### config.mk
export PLATFORM = sky130hd
export DESIGN_NAME = fdsir_regs
export DESIGN_NICKNAME = d
export VERILOG_FILES = /design/src/pkg/fdsir_pkg.sv /design/src/logic/fdsir_thermal_guard.sv /design/src/logic/fdsir_regs.sv
export SDC_FILE = /design/constraint.sdc
export NUM_CORES = 1
export LEC_CHECK = 0
export ABC_AREA = 1
export BUFFER_PORTS_ARGS = -buffer_cell sky130_fd_sc_hd__buf_4
export CAP_MARGIN = 40
export CORE_MARGIN = 2
export CORE_UTILIZATION = 45
export DETAILED_ROUTE_END_ITERATION = 10
export PLACE_DENSITY_LB_ADDON = 0.25
export SYNTH_ARGS = -nofsm -noshare
export SYNTH_HDL_FRONTEND = slang
export SYNTH_HIERARCHICAL = 1
export SYNTH_SLANG_ARGS = --single-unit
### constraint.sdc
create_clock -name clk -period 1.3 [get_ports clk]
set_input_delay 0.13 -clock clk [delete_from_list [all_inputs] [get_ports clk]]
set_output_delay 0.13 -clock clk [all_outputs]
set_load 0.05 [all_outputs]
### src/pkg/fdsir_pkg.sv
package fdsir_pkg;

	localparam logic [7:0] REG_TORCH_CODE   = 8'h04;
	localparam logic [7:0] REG_FAULT_FLAGS  = 8'h05;
	localparam logic [7:0] REG_ID_SOFTRST   = 8'h06;

	localparam logic [6:0] TORCH_CODE_RST   = 7'h00;
	localparam logic [7:0] FAULT_FLAGS_RST  = 8'h00;
	localparam logic [7:0] RDATA_RST        = 8'h00;

	localparam int FLAG_OVERVOLTAGE         = 7;
	localparam int FLAG_LOW_INPUT_MONITOR   = 6;
	localparam int FLAG_OUTPUT_SHORT        = 5;
	localparam int FLAG_CURRENT_LIMIT       = 4;
	localparam int FLAG_THERMAL_SCALE_BACK  = 3;
	localparam int FLAG_THERMAL_SHUTDOWN    = 2;
	localparam int FLAG_UNDERVOLTAGE        = 1;
	localparam int FLAG_FLASH_TIMEOUT       = 0;

	localparam int IDR_SOFT_RESET_BIT       = 7;
	localparam int IDR_ID_LSB               = 3;
	localparam int IDR_REV_LSB              = 0;

	// Die temperature thresholds in degrees C
	localparam logic [7:0] THERMAL_SHUTDOWN_C   = 8'h96;
	localparam logic [7:0] THERMAL_SCALE_BACK_C = 8'h7D;

endpackage : fdsir_pkg

### src/logic/fdsir_thermal_guard.sv
`timescale 1ns/1ps
`default_nettype none
module fdsir_thermal_guard
	import fdsir_pkg::*;
(
	input  wire logic       clk,
	input  wire logic       sys_rst,
	input  wire logic [7:0] die_temp_c,
	input  wire logic       scale_back_en,
	output logic            thermal_shutdown_ff,
	output logic            thermal_scale_back_ff
);

	wire tsd_hit;
	wire tsb_hit;

	// Shutdown ignores every setting and the soft reset, so it can never be masked
	assign tsd_hit = (die_temp_c >= THERMAL_SHUTDOWN_C); // [RULE5]
	assign tsb_hit = scale_back_en && (die_temp_c >= THERMAL_SCALE_BACK_C);

	always_ff @(posedge clk) begin
		if (sys_rst) begin
			thermal_shutdown_ff   <= 1'b0;
			thermal_scale_back_ff <= 1'b0;
		end else begin
			thermal_shutdown_ff   <= tsd_hit; // [RULE5]
			thermal_scale_back_ff <= tsb_hit;
		end
	end

	chk_tsd_always_on: assert property (@(posedge clk) disable iff (sys_rst) // [RULE5]
		(die_temp_c >= THERMAL_SHUTDOWN_C) |-> ##1 thermal_shutdown_ff)
		else $error("thermal shutdown missed at high die temperature");

	chk_tsd_release: assert property (@(posedge clk) disable iff (sys_rst) // [RULE5]
		(die_temp_c < THERMAL_SHUTDOWN_C) |-> ##1 !thermal_shutdown_ff)
		else $error("thermal shutdown set below threshold");

endmodule : fdsir_thermal_guard
`default_nettype wire

### src/logic/fdsir_regs.sv
// How it works
// RULE1 - The low seven bits of the torch register select one of 128 torch currents and bit 7 is reserved.
// RULE2 - The flag register reports each fault cause in its own bit, from overvoltage at bit 7 to flash timeout at bit 0.
// RULE3 - Writing one to bit 7 of the identity register resets the device, writing zero leaves it running.
// RULE4 - The identity register shows a fixed device code in bits 5 to 3 and a fixed revision in bits 2 to 0, bit 6 reserved.
// RULE5 - Thermal shutdown at 150 C is always active and no setting can disable it.
// RULE6 - After a soft reset all registers return to power-on values and the reset bit reads zero.
`timescale 1ns/1ps
`default_nettype none
module fdsir_regs
	import fdsir_pkg::*;
#(
	parameter logic [2:0] DEVICE_ID   = 3'h5, // Arbitrary value
	parameter logic [2:0] SILICON_REV = 3'h2  // Arbitrary value
)(
	input  wire logic       clk,
	input  wire logic       sys_rst,
	input  wire logic [7:0] reg_addr,
	input  wire logic       reg_wr,
	input  wire logic [7:0] reg_wdata,
	input  wire logic       reg_rd,
	input  wire logic [7:0] fault_in,
	input  wire logic [7:0] die_temp_c,
	input  wire logic       scale_back_en,
	output logic      [7:0] reg_rdata_ff,
	output logic      [6:0] torch_code_ff,
	output logic      [7:0] fault_flags_ff,
	output logic            soft_rst_ff,
	output logic            thermal_shutdown_ff
);

	logic       tsb_flag;
	logic [7:0] fault_set;
	logic [7:0] nxt_fault_flags;
	logic [7:0] nxt_rdata;

	wire rst_all;
	wire sel_torch;
	wire sel_flags;
	wire sel_id;
	wire wr_torch;
	wire wr_id;
	wire rd_flags;
	wire wr_soft;
	wire sel_none;

	fdsir_thermal_guard u_guard (
		.clk                   (clk),
		.sys_rst               (sys_rst),
		.die_temp_c            (die_temp_c),
		.scale_back_en         (scale_back_en),
		.thermal_shutdown_ff   (thermal_shutdown_ff),
		.thermal_scale_back_ff (tsb_flag)
	);

	// Soft reset lands one cycle after the write and lasts one cycle
	assign rst_all   = sys_rst || soft_rst_ff; // [RULE6]
	assign sel_torch = (reg_addr == REG_TORCH_CODE);
	assign sel_flags = (reg_addr == REG_FAULT_FLAGS);
	assign sel_id    = (reg_addr == REG_ID_SOFTRST);
	assign wr_torch  = reg_wr && sel_torch;
	assign wr_id     = reg_wr && sel_id;
	assign rd_flags  = reg_rd && sel_flags;
	assign wr_soft   = wr_id && reg_wdata[IDR_SOFT_RESET_BIT]; // [RULE3]
	assign sel_none  = !(sel_torch || sel_flags || sel_id);

	genvar i;
	generate
		for (i = 0; i < 8; i++) begin : g_flag
			// Set wins over the clear-on-read so an event in the read cycle survives
			assign fault_set[i] = fault_in[i]
				|| ((i == FLAG_THERMAL_SHUTDOWN) && thermal_shutdown_ff)
				|| ((i == FLAG_THERMAL_SCALE_BACK) && tsb_flag); // [RULE2]
			assign nxt_fault_flags[i] = fault_set[i] || (fault_flags_ff[i] && !rd_flags); // [RULE2]
		end
	endgenerate

	always_comb begin
		nxt_rdata = RDATA_RST;
		if (sel_torch) begin
			nxt_rdata = {1'b0, torch_code_ff}; // [RULE1]
		end else if (sel_flags) begin
			nxt_rdata = fault_flags_ff; // [RULE2]
		end else if (sel_id) begin
			// Reset bit and bit 6 always read zero
			nxt_rdata = {2'b00, DEVICE_ID, SILICON_REV}; // [RULE4] [RULE6]
		end
	end

	always_ff @(posedge clk) begin
		if (rst_all) begin
			torch_code_ff <= TORCH_CODE_RST; // [RULE6]
		end else if (wr_torch) begin
			torch_code_ff <= reg_wdata[6:0]; // [RULE1]
		end
	end

	always_ff @(posedge clk) begin
		if (rst_all) begin
			fault_flags_ff <= FAULT_FLAGS_RST; // [RULE6]
		end else begin
			fault_flags_ff <= nxt_fault_flags; // [RULE2]
		end
	end

	// Requests in the soft reset cycle are lost, the host waits two cycles
	always_ff @(posedge clk) begin
		if (rst_all) begin
			reg_rdata_ff <= RDATA_RST; // [RULE6]
		end else if (reg_rd) begin
			reg_rdata_ff <= nxt_rdata;
		end
	end

	// Only sys_rst resets it; the !soft_rst_ff term ends the pulse so it is never held longer than one cycle
	always_ff @(posedge clk) begin
		if (sys_rst) begin
			soft_rst_ff <= 1'b0;
		end else begin
			soft_rst_ff <= wr_soft && !soft_rst_ff; // [RULE3]
		end
	end

	chk_torch_write: assert property (@(posedge clk) disable iff (sys_rst) // [RULE1]
		(wr_torch && !soft_rst_ff) |=> (torch_code_ff == $past(reg_wdata[6:0])))
		else $error("torch code not stored");

	chk_torch_rsvd: assert property (@(posedge clk) disable iff (sys_rst) // [RULE1]
		(reg_rd && sel_torch && !soft_rst_ff) |=> (reg_rdata_ff == {1'b0, $past(torch_code_ff)}))
		else $error("torch readback wrong");

	chk_flag_capture: assert property (@(posedge clk) disable iff (sys_rst) // [RULE2]
		(!soft_rst_ff && (fault_in != 8'h00)) |=> ((fault_flags_ff & $past(fault_in)) == $past(fault_in)))
		else $error("fault event lost");

	chk_flag_hold: assert property (@(posedge clk) disable iff (sys_rst) // [RULE2]
		(!soft_rst_ff && !rd_flags) |=> ((fault_flags_ff & $past(fault_flags_ff)) == $past(fault_flags_ff)))
		else $error("fault flag dropped without read");

	chk_swrst_pulse: assert property (@(posedge clk) disable iff (sys_rst) // [RULE3]
		(wr_id && reg_wdata[IDR_SOFT_RESET_BIT] && !soft_rst_ff)
		|=> soft_rst_ff ##1 (!soft_rst_ff && (torch_code_ff == TORCH_CODE_RST)))
		else $error("soft reset sequence wrong");

	chk_swrst_zero: assert property (@(posedge clk) disable iff (sys_rst) // [RULE3]
		(wr_id && !reg_wdata[IDR_SOFT_RESET_BIT]) |=> !soft_rst_ff)
		else $error("soft reset on zero write");

	chk_id_read: assert property (@(posedge clk) disable iff (sys_rst) // [RULE4]
		(reg_rd && sel_id && !soft_rst_ff) |=> (reg_rdata_ff == {2'b00, DEVICE_ID, SILICON_REV}))
		else $error("identity readback wrong");

	chk_tsd_flag: assert property (@(posedge clk) disable iff (sys_rst) // [RULE5]
		(thermal_shutdown_ff && !soft_rst_ff) |=> fault_flags_ff[FLAG_THERMAL_SHUTDOWN])
		else $error("thermal shutdown not flagged");

	// Register bank checks beyond the basic access paths
	chk_soft_single: assert property (@(posedge clk) disable iff (sys_rst) // [RULE3]
		soft_rst_ff |=> !soft_rst_ff)
		else $error("soft reset pulse longer than one cycle");

	chk_soft_source: assert property (@(posedge clk) disable iff (sys_rst) // [RULE3]
		$rose(soft_rst_ff) |-> $past(wr_soft))
		else $error("soft reset without a reset write");

	chk_soft_zero_keep: assert property (@(posedge clk) disable iff (sys_rst) // [RULE3]
		(wr_id && !reg_wdata[IDR_SOFT_RESET_BIT] && !soft_rst_ff) |=> $stable(torch_code_ff))
		else $error("zero write to reset bit disturbed the torch code");

	chk_soft_clears: assert property (@(posedge clk) disable iff (sys_rst) // [RULE6]
		soft_rst_ff |=> ((torch_code_ff == TORCH_CODE_RST) && (fault_flags_ff == FAULT_FLAGS_RST)
			&& (reg_rdata_ff == RDATA_RST)))
		else $error("soft reset left a register set");

	chk_soft_zero_read: assert property (@(posedge clk) disable iff (sys_rst) // [RULE6]
		(reg_rd && sel_id) |=> !reg_rdata_ff[IDR_SOFT_RESET_BIT])
		else $error("reset bit read back as one");

	chk_torch_hold: assert property (@(posedge clk) disable iff (sys_rst) // [RULE1]
		(!wr_torch && !soft_rst_ff) |=> $stable(torch_code_ff))
		else $error("torch code changed without a write");

	chk_torch_bit7: assert property (@(posedge clk) disable iff (sys_rst) // [RULE1]
		(reg_rd && sel_torch && !soft_rst_ff) |=> !reg_rdata_ff[7])
		else $error("torch reserved bit read as one");

	chk_rdata_hold: assert property (@(posedge clk) disable iff (sys_rst) // [RULE1]
		(!reg_rd && !soft_rst_ff) |=> $stable(reg_rdata_ff))
		else $error("read data changed without a read");

	chk_unmapped_rd: assert property (@(posedge clk) disable iff (sys_rst) // [RULE4]
		(reg_rd && sel_none && !soft_rst_ff) |=> (reg_rdata_ff == RDATA_RST))
		else $error("unmapped read not zero");

	chk_flag_readback: assert property (@(posedge clk) disable iff (sys_rst) // [RULE2]
		(reg_rd && sel_flags && !soft_rst_ff) |=> (reg_rdata_ff == $past(fault_flags_ff)))
		else $error("flag readback wrong");

	chk_flag_clear: assert property (@(posedge clk) disable iff (sys_rst) // [RULE2]
		(rd_flags && !soft_rst_ff) |=> ((fault_flags_ff & ~$past(fault_set)) == 8'h00))
		else $error("flag survived a read without an event");

	chk_flag_set_wins: assert property (@(posedge clk) disable iff (sys_rst) // [RULE2]
		(rd_flags && (fault_in != 8'h00) && !soft_rst_ff)
		|=> ((fault_flags_ff & $past(fault_in)) == $past(fault_in)))
		else $error("event lost in the read cycle");

	chk_flag_idle: assert property (@(posedge clk) disable iff (sys_rst) // [RULE2]
		((fault_set == 8'h00) && !soft_rst_ff) |=> ((fault_flags_ff & ~$past(fault_flags_ff)) == 8'h00))
		else $error("flag rose without an event");

	chk_flag_no_write: assert property (@(posedge clk) disable iff (sys_rst) // [RULE2]
		(reg_wr && sel_flags && (fault_set == 8'h00) && !soft_rst_ff) |=> $stable(fault_flags_ff))
		else $error("write changed the flag register");

	chk_tsb_flag: assert property (@(posedge clk) disable iff (sys_rst) // [RULE2]
		(tsb_flag && !soft_rst_ff) |=> fault_flags_ff[FLAG_THERMAL_SCALE_BACK])
		else $error("scale-back not flagged");

	chk_tsd_temp_flag: assert property (@(posedge clk) disable iff (sys_rst) // [RULE5]
		((die_temp_c >= THERMAL_SHUTDOWN_C) ##1 !soft_rst_ff) |=> fault_flags_ff[FLAG_THERMAL_SHUTDOWN])
		else $error("hot die not flagged as shutdown");

endmodule : fdsir_regs
`default_nettype wire

==> results of run 1 <==
[kinds of logic (layout without fill, tap and decap cells)]
group	after synthesis	in the layout
and+or+nand+nor	94	94
buffers and inverters	30	91
DFF	26	26
AOI/OAI and AO/OA	21	21
[stage by stage]
| step | area (um2) | utilization, % | setup slack (ps) | hold slack, ps |
|---|---|---|---|---|
| global placement | 1710 | 63.7 | 63.0 | 362 |
| global route | 1760 | 65.7 | 149 | 19.5 |
| finish | 1760 | 65.7 | 188 | 26.9 |
| CTS | 1760 | 65.7 | 194 | 29.5 |
| floorplan | 1250 | - | 72.0 | 256 |
| detailed placement | 1710 | 63.7 | 50.4 | 373 |
[flip-flops by register name, summed over array words and instances (netlist names)]
| name | flops |
|---|---|
| u_guard/thermal_scale_back_ff | 1 |
| u_guard/thermal_shutdown_ff | 1 |
| torch_code_ff | 7 |
| fault_flags_ff | 8 |
| soft_rst_ff | 1 |
| reg_rdata_ff | 8 |
[per-layer routing]
layer	up-vias	global-route usage, %
met1	514	24.1
met2	52	31.4
li1	659	-
met4	0	5.10
met5	-	0
met3	5	3.00
[synthesized netlist by cell type]
library cell  number  area, um2
inv_2              1       3.75
nor2_4             3       33.8
nand2_8            1       20.0
dfxtp_1           26        521
a21oi_1            9       45.0
nand2_4            2       22.5
nand3_1           19       95.1
nand2_2            5       31.3
buf_2              1       5.00
clkbuf_1           1       3.75
buf_12             1       20.0
nor2_1            31        116
nand3_2            1       10.0
nor3_1             7       35.0
buf_1              1       3.75
nor2_8             1       20.0
and2_4             1       8.76
buf_4              1       7.51
inv_1             24       90.1
a21oi_2            2       17.5
nand2_1           23       86.3
o21ai_0           10       50.1
[power by group through the flow]
stage               sequential [W]  clock, W  combinational [W]
floorplan                 0.000974         0           0.000102
global placement          0.000874         0           0.000357
detailed placement        0.000873         0           0.000361
CTS                       0.000856  0.000558           0.000361
global route              0.000860  0.000594           0.000391
finish                    0.000856  0.000554           0.000358
[cell type report]
cell class                      instances  area share, %
Clock buffer                            3           1.28
Clock inverter                          1           1.70
Multi-Input combinational cell        115           33.5
Sequential cell                        26           29.6
Timing Repair Buffer                   62           26.4
Tap cell                               31           2.20
Inverter                               25           5.32
[cells in the final DEF, fill, tap and decap left out, drive strengths merged, types with 3 or more instances in the layout]
| cell | count |
|---|---|
| o21ai | 10 |
| dfxtp | 26 |
| clkbuf | 3 |
| nor2 | 35 |
| a21oi | 11 |
| inv | 25 |
| buf | 62 |
| nand3 | 20 |
| nand2 | 31 |
| nor3 | 7 |
[final timing paths]
path                                                               end  slack (ps)
worst max-delay path                                 fault_flags_ff[5]         190
worst min-delay path            u_guard/thermal_shutdown_ff$_SDFF_PP0_          30
worst max register to register            reg_rdata_ff[0]$_SDFFE_PP0P_         310
worst min register to register            reg_rdata_ff[7]$_SDFFE_PP0P_         500
==> out/metrics.csv, run 1 <==
stage;metric;value;unit
synth;synth-seq-area-share;41.8;%
floorplan;dieHeight;56.6;um
floorplan;pin_count;62;
setup_path;critPathCaptureType;output port;
sta;period_needed;1110;ps
finish;fin_nets;270;
finish;nFillCells;244;
detailed_routing;drt_wl_total;2.75;mm
sta;final_max_slew_viol_count;0;
synth;yosys_warnings;6;
detailed_routing;wl_met1;1.25;mm
power;intPower;0.00129;W
finish;drive_gt1_share;36.2;%
finish;ff_latch_area;522;um2
sta;max_clock_freq;899;MHz
clock_tree;cts-buffers-inserted;3;
setup_path;slowest_delay;430;ps
finish;areaGrowthSynthToFinish;41.6;%
floorplan;core_area;0.00269;mm2
power;p_per_area;1000;mW/mm2
setup_path;path_max_fanout;3;
synth;synth_area;0.00125;mm2
setup_path;timing.rr.start;soft_rst_ff$_SDFF_PP0_;
clock_tree;clk_pin_slew;140;ps
place;port-buffer-count;61;
setup_path;start_kind;flip-flop;
synth;synth_fp_nets;208;
synth;synth_seq_cells;26;
floorplan;die-area;0.00321;mm2
power;seqPwrFrac;48.4;%
finish;fin_cells;263;
hold_path;hold_path_startpoint;die_temp_c[4];
place;place_congestion;0.785;
hold_path;min_path_type;input port to flip-flop;
power;clkPwrFrac;31.3;%
grt;antenna_found_initial;0;
sta;setup_viol;0;
grt;grt-ovfl-total;0;
clock_tree;cts_tree;done;
setup_path;path_cells;buf_4;
detailed_routing;wl_met3;201;um
detailed_routing;first_pass_iters;4;
detailed_routing;antenna_left;0;
clock_tree;cts.sinks;26;
run_status;status;complete, no violations;
clock_tree;h-tree-depth;1;
clock_tree;ctsHoldBuffers;0;
grt;grt_max_degree;16;
finish;multiInputGateArea;592;um2
setup_path;cp_num_buf_inv;1;
floorplan;initial_utilization;46.4;%
power;p_sw;0.000482;W
power;irDropWorstVdd;0.704;mV
sta;setup_tns;0;ps
clock_tree;cts_setup_buffers;0;
setup_path;worstPathArrival;980;ps
setup_path;reg2reg_depth;5;
power;p_leak;0.953;nW
synth;avgSynthCellArea;7.29;um2
synth;synth_fa_ha_area_share;0;%
sta;slew_headroom;74.5;%
detailed_routing;viasPerCell;4.68;
clock_tree;clk_path_buf_depth;2;
synth;synth_mux_area_share;0;%
power;comb_power_share;20.2;%
grt;grt_pass1_wl;4.79;mm
detailed_routing;route.vias.total;1230;
job;drv_cap;0;
synth;synth_simple_gate_area_share;38.5;%
detailed_routing;remaining_drc_errors;0;
synth;synth_top_family_by_area;simple AND/OR/NAND/NOR gates;
finish;n_antenna_cell;0;
clock_tree;cts_resized;0;
floorplan;fp.dieW;56.6;um
synth;syn_inst;171;
power;switching_share;27.2;%
floorplan;rows;19;
synth;synth_cell_type_count;22;
setup_path;cp.required;1170;ps
detailed_routing;drt-initial-drc-count;43;
detailed_routing;met2_length;1.27;mm
sta;rsz0062_at_grt;false;
setup_path;crit_slowest_cell;dfxtp_1;
sta;tightest_slew;382;ps
synth;synth-xor-area-share;0;%
setup_path;critPathKind;flip-flop to output port;
sta;finalClockSkew;6.15;ps
hold_path;worstHoldPathCells;3;
grt;track_usage;18.5;%
setup_path;crit_cells;1;
synth;synth_compound_area_share;9.04;%
setup_path;cp_top_family;flip-flops;
grt;grt_pass1_vias;1145;
power;power.total;0.00177;W
place;placed_cells;259;
setup_path;critPathLaunch;fault_flags_ff[5]$_SDFF_PP0_;
detailed_routing;highest_layer;met4;
sta;hold_viol;0;
clock_tree;clk_latency;320;ps
clock_tree;root_buffer;clkbuf_4;
place;dp_hpwl;2.18;mm
detailed_routing;routedWlPerCell;10.4;um
sta;timing.final.crit_share;85.5;%
Power figures use the tool's default switching activity.
==> run 2, diff against run 1 <==
--- a/config.mk
+++ b/config.mk
@@ -13,4 +13,5 @@
 export DETAILED_ROUTE_END_ITERATION = 10
 export PLACE_DENSITY_LB_ADDON = 0.25
+export SETUP_SLACK_MARGIN = 0.05
 export SYNTH_ARGS = -nofsm -noshare
 export SYNTH_HDL_FRONTEND = slang
==> constraint.sdc (replaced) <==
create_clock -name clk -period 1.3 [get_ports clk]
set_input_delay 0.13 -clock clk [delete_from_list [all_inputs] [get_ports clk]]
set_output_delay 0.13 -clock clk [all_outputs]
set_load 0.005 [all_outputs]
==> out/metrics.csv, run 2 (synthesis gave the netlist of run 1 again) <==
stage;metric;value;unit;change
detailed_routing;drt_wl_total;2.84;mm;+3.5%
grt;grt_max_degree;16;;unchanged
clock_tree;cts-buffers-inserted;3;;unchanged
sta;final_max_slew_viol_count;0;;unchanged
grt;antenna_found_initial;0;;unchanged
grt;grt_pass1_vias;1134;;-0.96%
clock_tree;clk_path_buf_depth;2;;unchanged
sta;period_needed;1080;ps;-35.5 ps
finish;top_regs;fault_flags_ff: 8 flops, reg_rdata_ff: 8 flops, torch_code_ff: 7 flops;;
clock_tree;cts.sinks;26;;unchanged
finish;final_common_cell;buf_4;;
clock_tree;h-tree-depth;1;;unchanged
clock_tree;clk_pin_slew;150;ps;about the same
detailed_routing;remaining_drc_errors;0;;unchanged
detailed_routing;route.vias.total;1209;;-1.7%
grt;grtUsageMet2;31.4;%;unchanged
clock_tree;cts_resized;0;;unchanged
grt;use_met1;25.2;%;+1.1 points
detailed_routing;viasPerCell;4.58;;-2.1%
finish;final_util;65.9;%;+0.23 points
finish;final_cell_mix;buf_4 (63), nor2_1 (31), dfxtp_1 (26);;
sta;rsz0062_at_grt;false;;
clock_tree;root_buffer;clkbuf_4;;
place;dp_hpwl;2.18;mm;+0.23%
floorplan;core_area;0.00269;mm2;unchanged
sta;max_clock_freq;929;MHz;+3.3%
grt;busiest_layer;met2;;
sta;timing.final.crit_share;82.8;%;-2.7 points
grt;track_usage;19.1;%;+0.61 points
setup_path;start_kind;flip-flop;;
clock_tree;ctsHoldBuffers;0;;unchanged
sta;tightest_slew;413;ps;+30.9 ps
floorplan;pin_count;62;;unchanged
setup_path;crit_slowest_cell;dfxtp_1;;
grt;grt_use_met3;3.46;%;+0.46 points
sta;slew_headroom;72.5;%;-2.1 points
clock_tree;cts_setup_buffers;0;;unchanged
setup_path;cp.required;1530;ps;+360 ps
setup_path;path_max_fanout;13;;+10
sta;setup_tns;0;ps;unchanged
detailed_routing;drt-initial-drc-count;15;;-65%
sta;hold_viol;0;;unchanged
sta;finalClockSkew;10.5;ps;+4.37 ps
setup_path;slowest_delay;410;ps;-20 ps
finish;areaGrowthSynthToFinish;42.1;%;
finish;fin_nets;271;;+0.37%
floorplan;rows;19;;unchanged
detailed_routing;routedWlPerCell;10.8;um;+3.1%
floorplan;initial_utilization;46.4;%;unchanged
power;p_leak;0.958;nW;+0.51%
grt;grt-ovfl-total;0;;unchanged
floorplan;die-area;0.00321;mm2;unchanged
finish;final_cell_area;0.00177;mm2;+0.35%
place;place_congestion;0.783;;-0.22%
setup_path;critPathKind;flip-flop to flip-flop;;
place;port-buffer-count;61;;unchanged
floorplan;dieHeight;56.6;um;unchanged
detailed_routing;antenna_left;0;;unchanged
clock_tree;clk_latency;320;ps;about the same
place;placed_area;0.00172;mm2;+0.37%
setup_path;path_cells;nor2_1 -> inv_1 -> nor2_1 -> nand2_1 -> inv_1;;
power;p_per_area;939;mW/mm2;-6.3%
detailed_routing;first_pass_iters;4;;unchanged
power;irDropWorstVdd;0.715;mV;+1.5%
hold_path;min_path_type;input port to flip-flop;;
setup_path;worstPathArrival;1310;ps;+330 ps
sta;holdWs;30.3;ps;+3.42 ps
floorplan;fp.dieW;56.6;um;unchanged
clock_tree;cts_tree;done;;
setup_path;critPathCaptureType;flip-flop;;
run_status;status;complete, no violations;;
sta;setup_viol;0;;unchanged
grt;grt_pass1_wl;4.84;mm;+1.0%
job;drv_cap;0;;unchanged
finish;n_antenna_cell;0;;unchanged
finish;drive_gt1_share;36.1;%;-0.16 points
## run 2: per-stage QoR
stage               power [W]  instances  setup slack [ps]
floorplan            0.000972        171               279
global placement      0.00112        260               114
detailed placement    0.00113        260              79.6
CTS                   0.00167        264               235
global route          0.00174        264               164
finish                0.00166        264               224
## run 2: layout make-up
cell class / instances / area [um2]
clock buffer: 3 / 22.5
multi-input combinational: 115 / 592
sequential: 26 / 520
tap: 31 / 38.8
timing repair buffer: 63 / 473
clock inverter: 1 / 30.0
inverter: 25 / 93.8
fill: 256 / 916
## run 2: layer usage
metal	vias up	part of all wire (%)
li1	660	-
met3	2	5.6
met5	-	0
met1	509	46
met2	38	48
met4	0	0.60
## run 2: critical path, delay by kind of cell (launching register included)
family	cells	cell delay, ps
flip-flops	1	410
buffers and inverters	2	350
AND/OR/NAND/NOR	3	230
## run 2: where the power goes
part	leakage [nW]	internal [W]	total [W]	switching (W)
logic	0.716	0.000143	0.000255	0.000111
registers	0.214	0.000829	0.000855	0.0000257
clock network	0.0279	0.000312	0.000553	0.000241
total	0.958	0.00128	0.00166	0.000378
## run 2: final timing paths
check	cells after the start	startpoint	slack (ps)	endpoint
hold / removal	3	die_temp_c[4]	30	u_guard/thermal_shutdown_ff$_SDFF_PP0_
setup / recovery	5	soft_rst_ff$_SDFF_PP0_	220	reg_rdata_ff[4]$_SDFFE_PP0P_
setup reg to reg	5	soft_rst_ff$_SDFF_PP0_	220	reg_rdata_ff[4]$_SDFFE_PP0P_
hold reg to reg	2	fault_flags_ff[3]$_SDFF_PP0_	500	fault_flags_ff[3]$_SDFF_PP0_
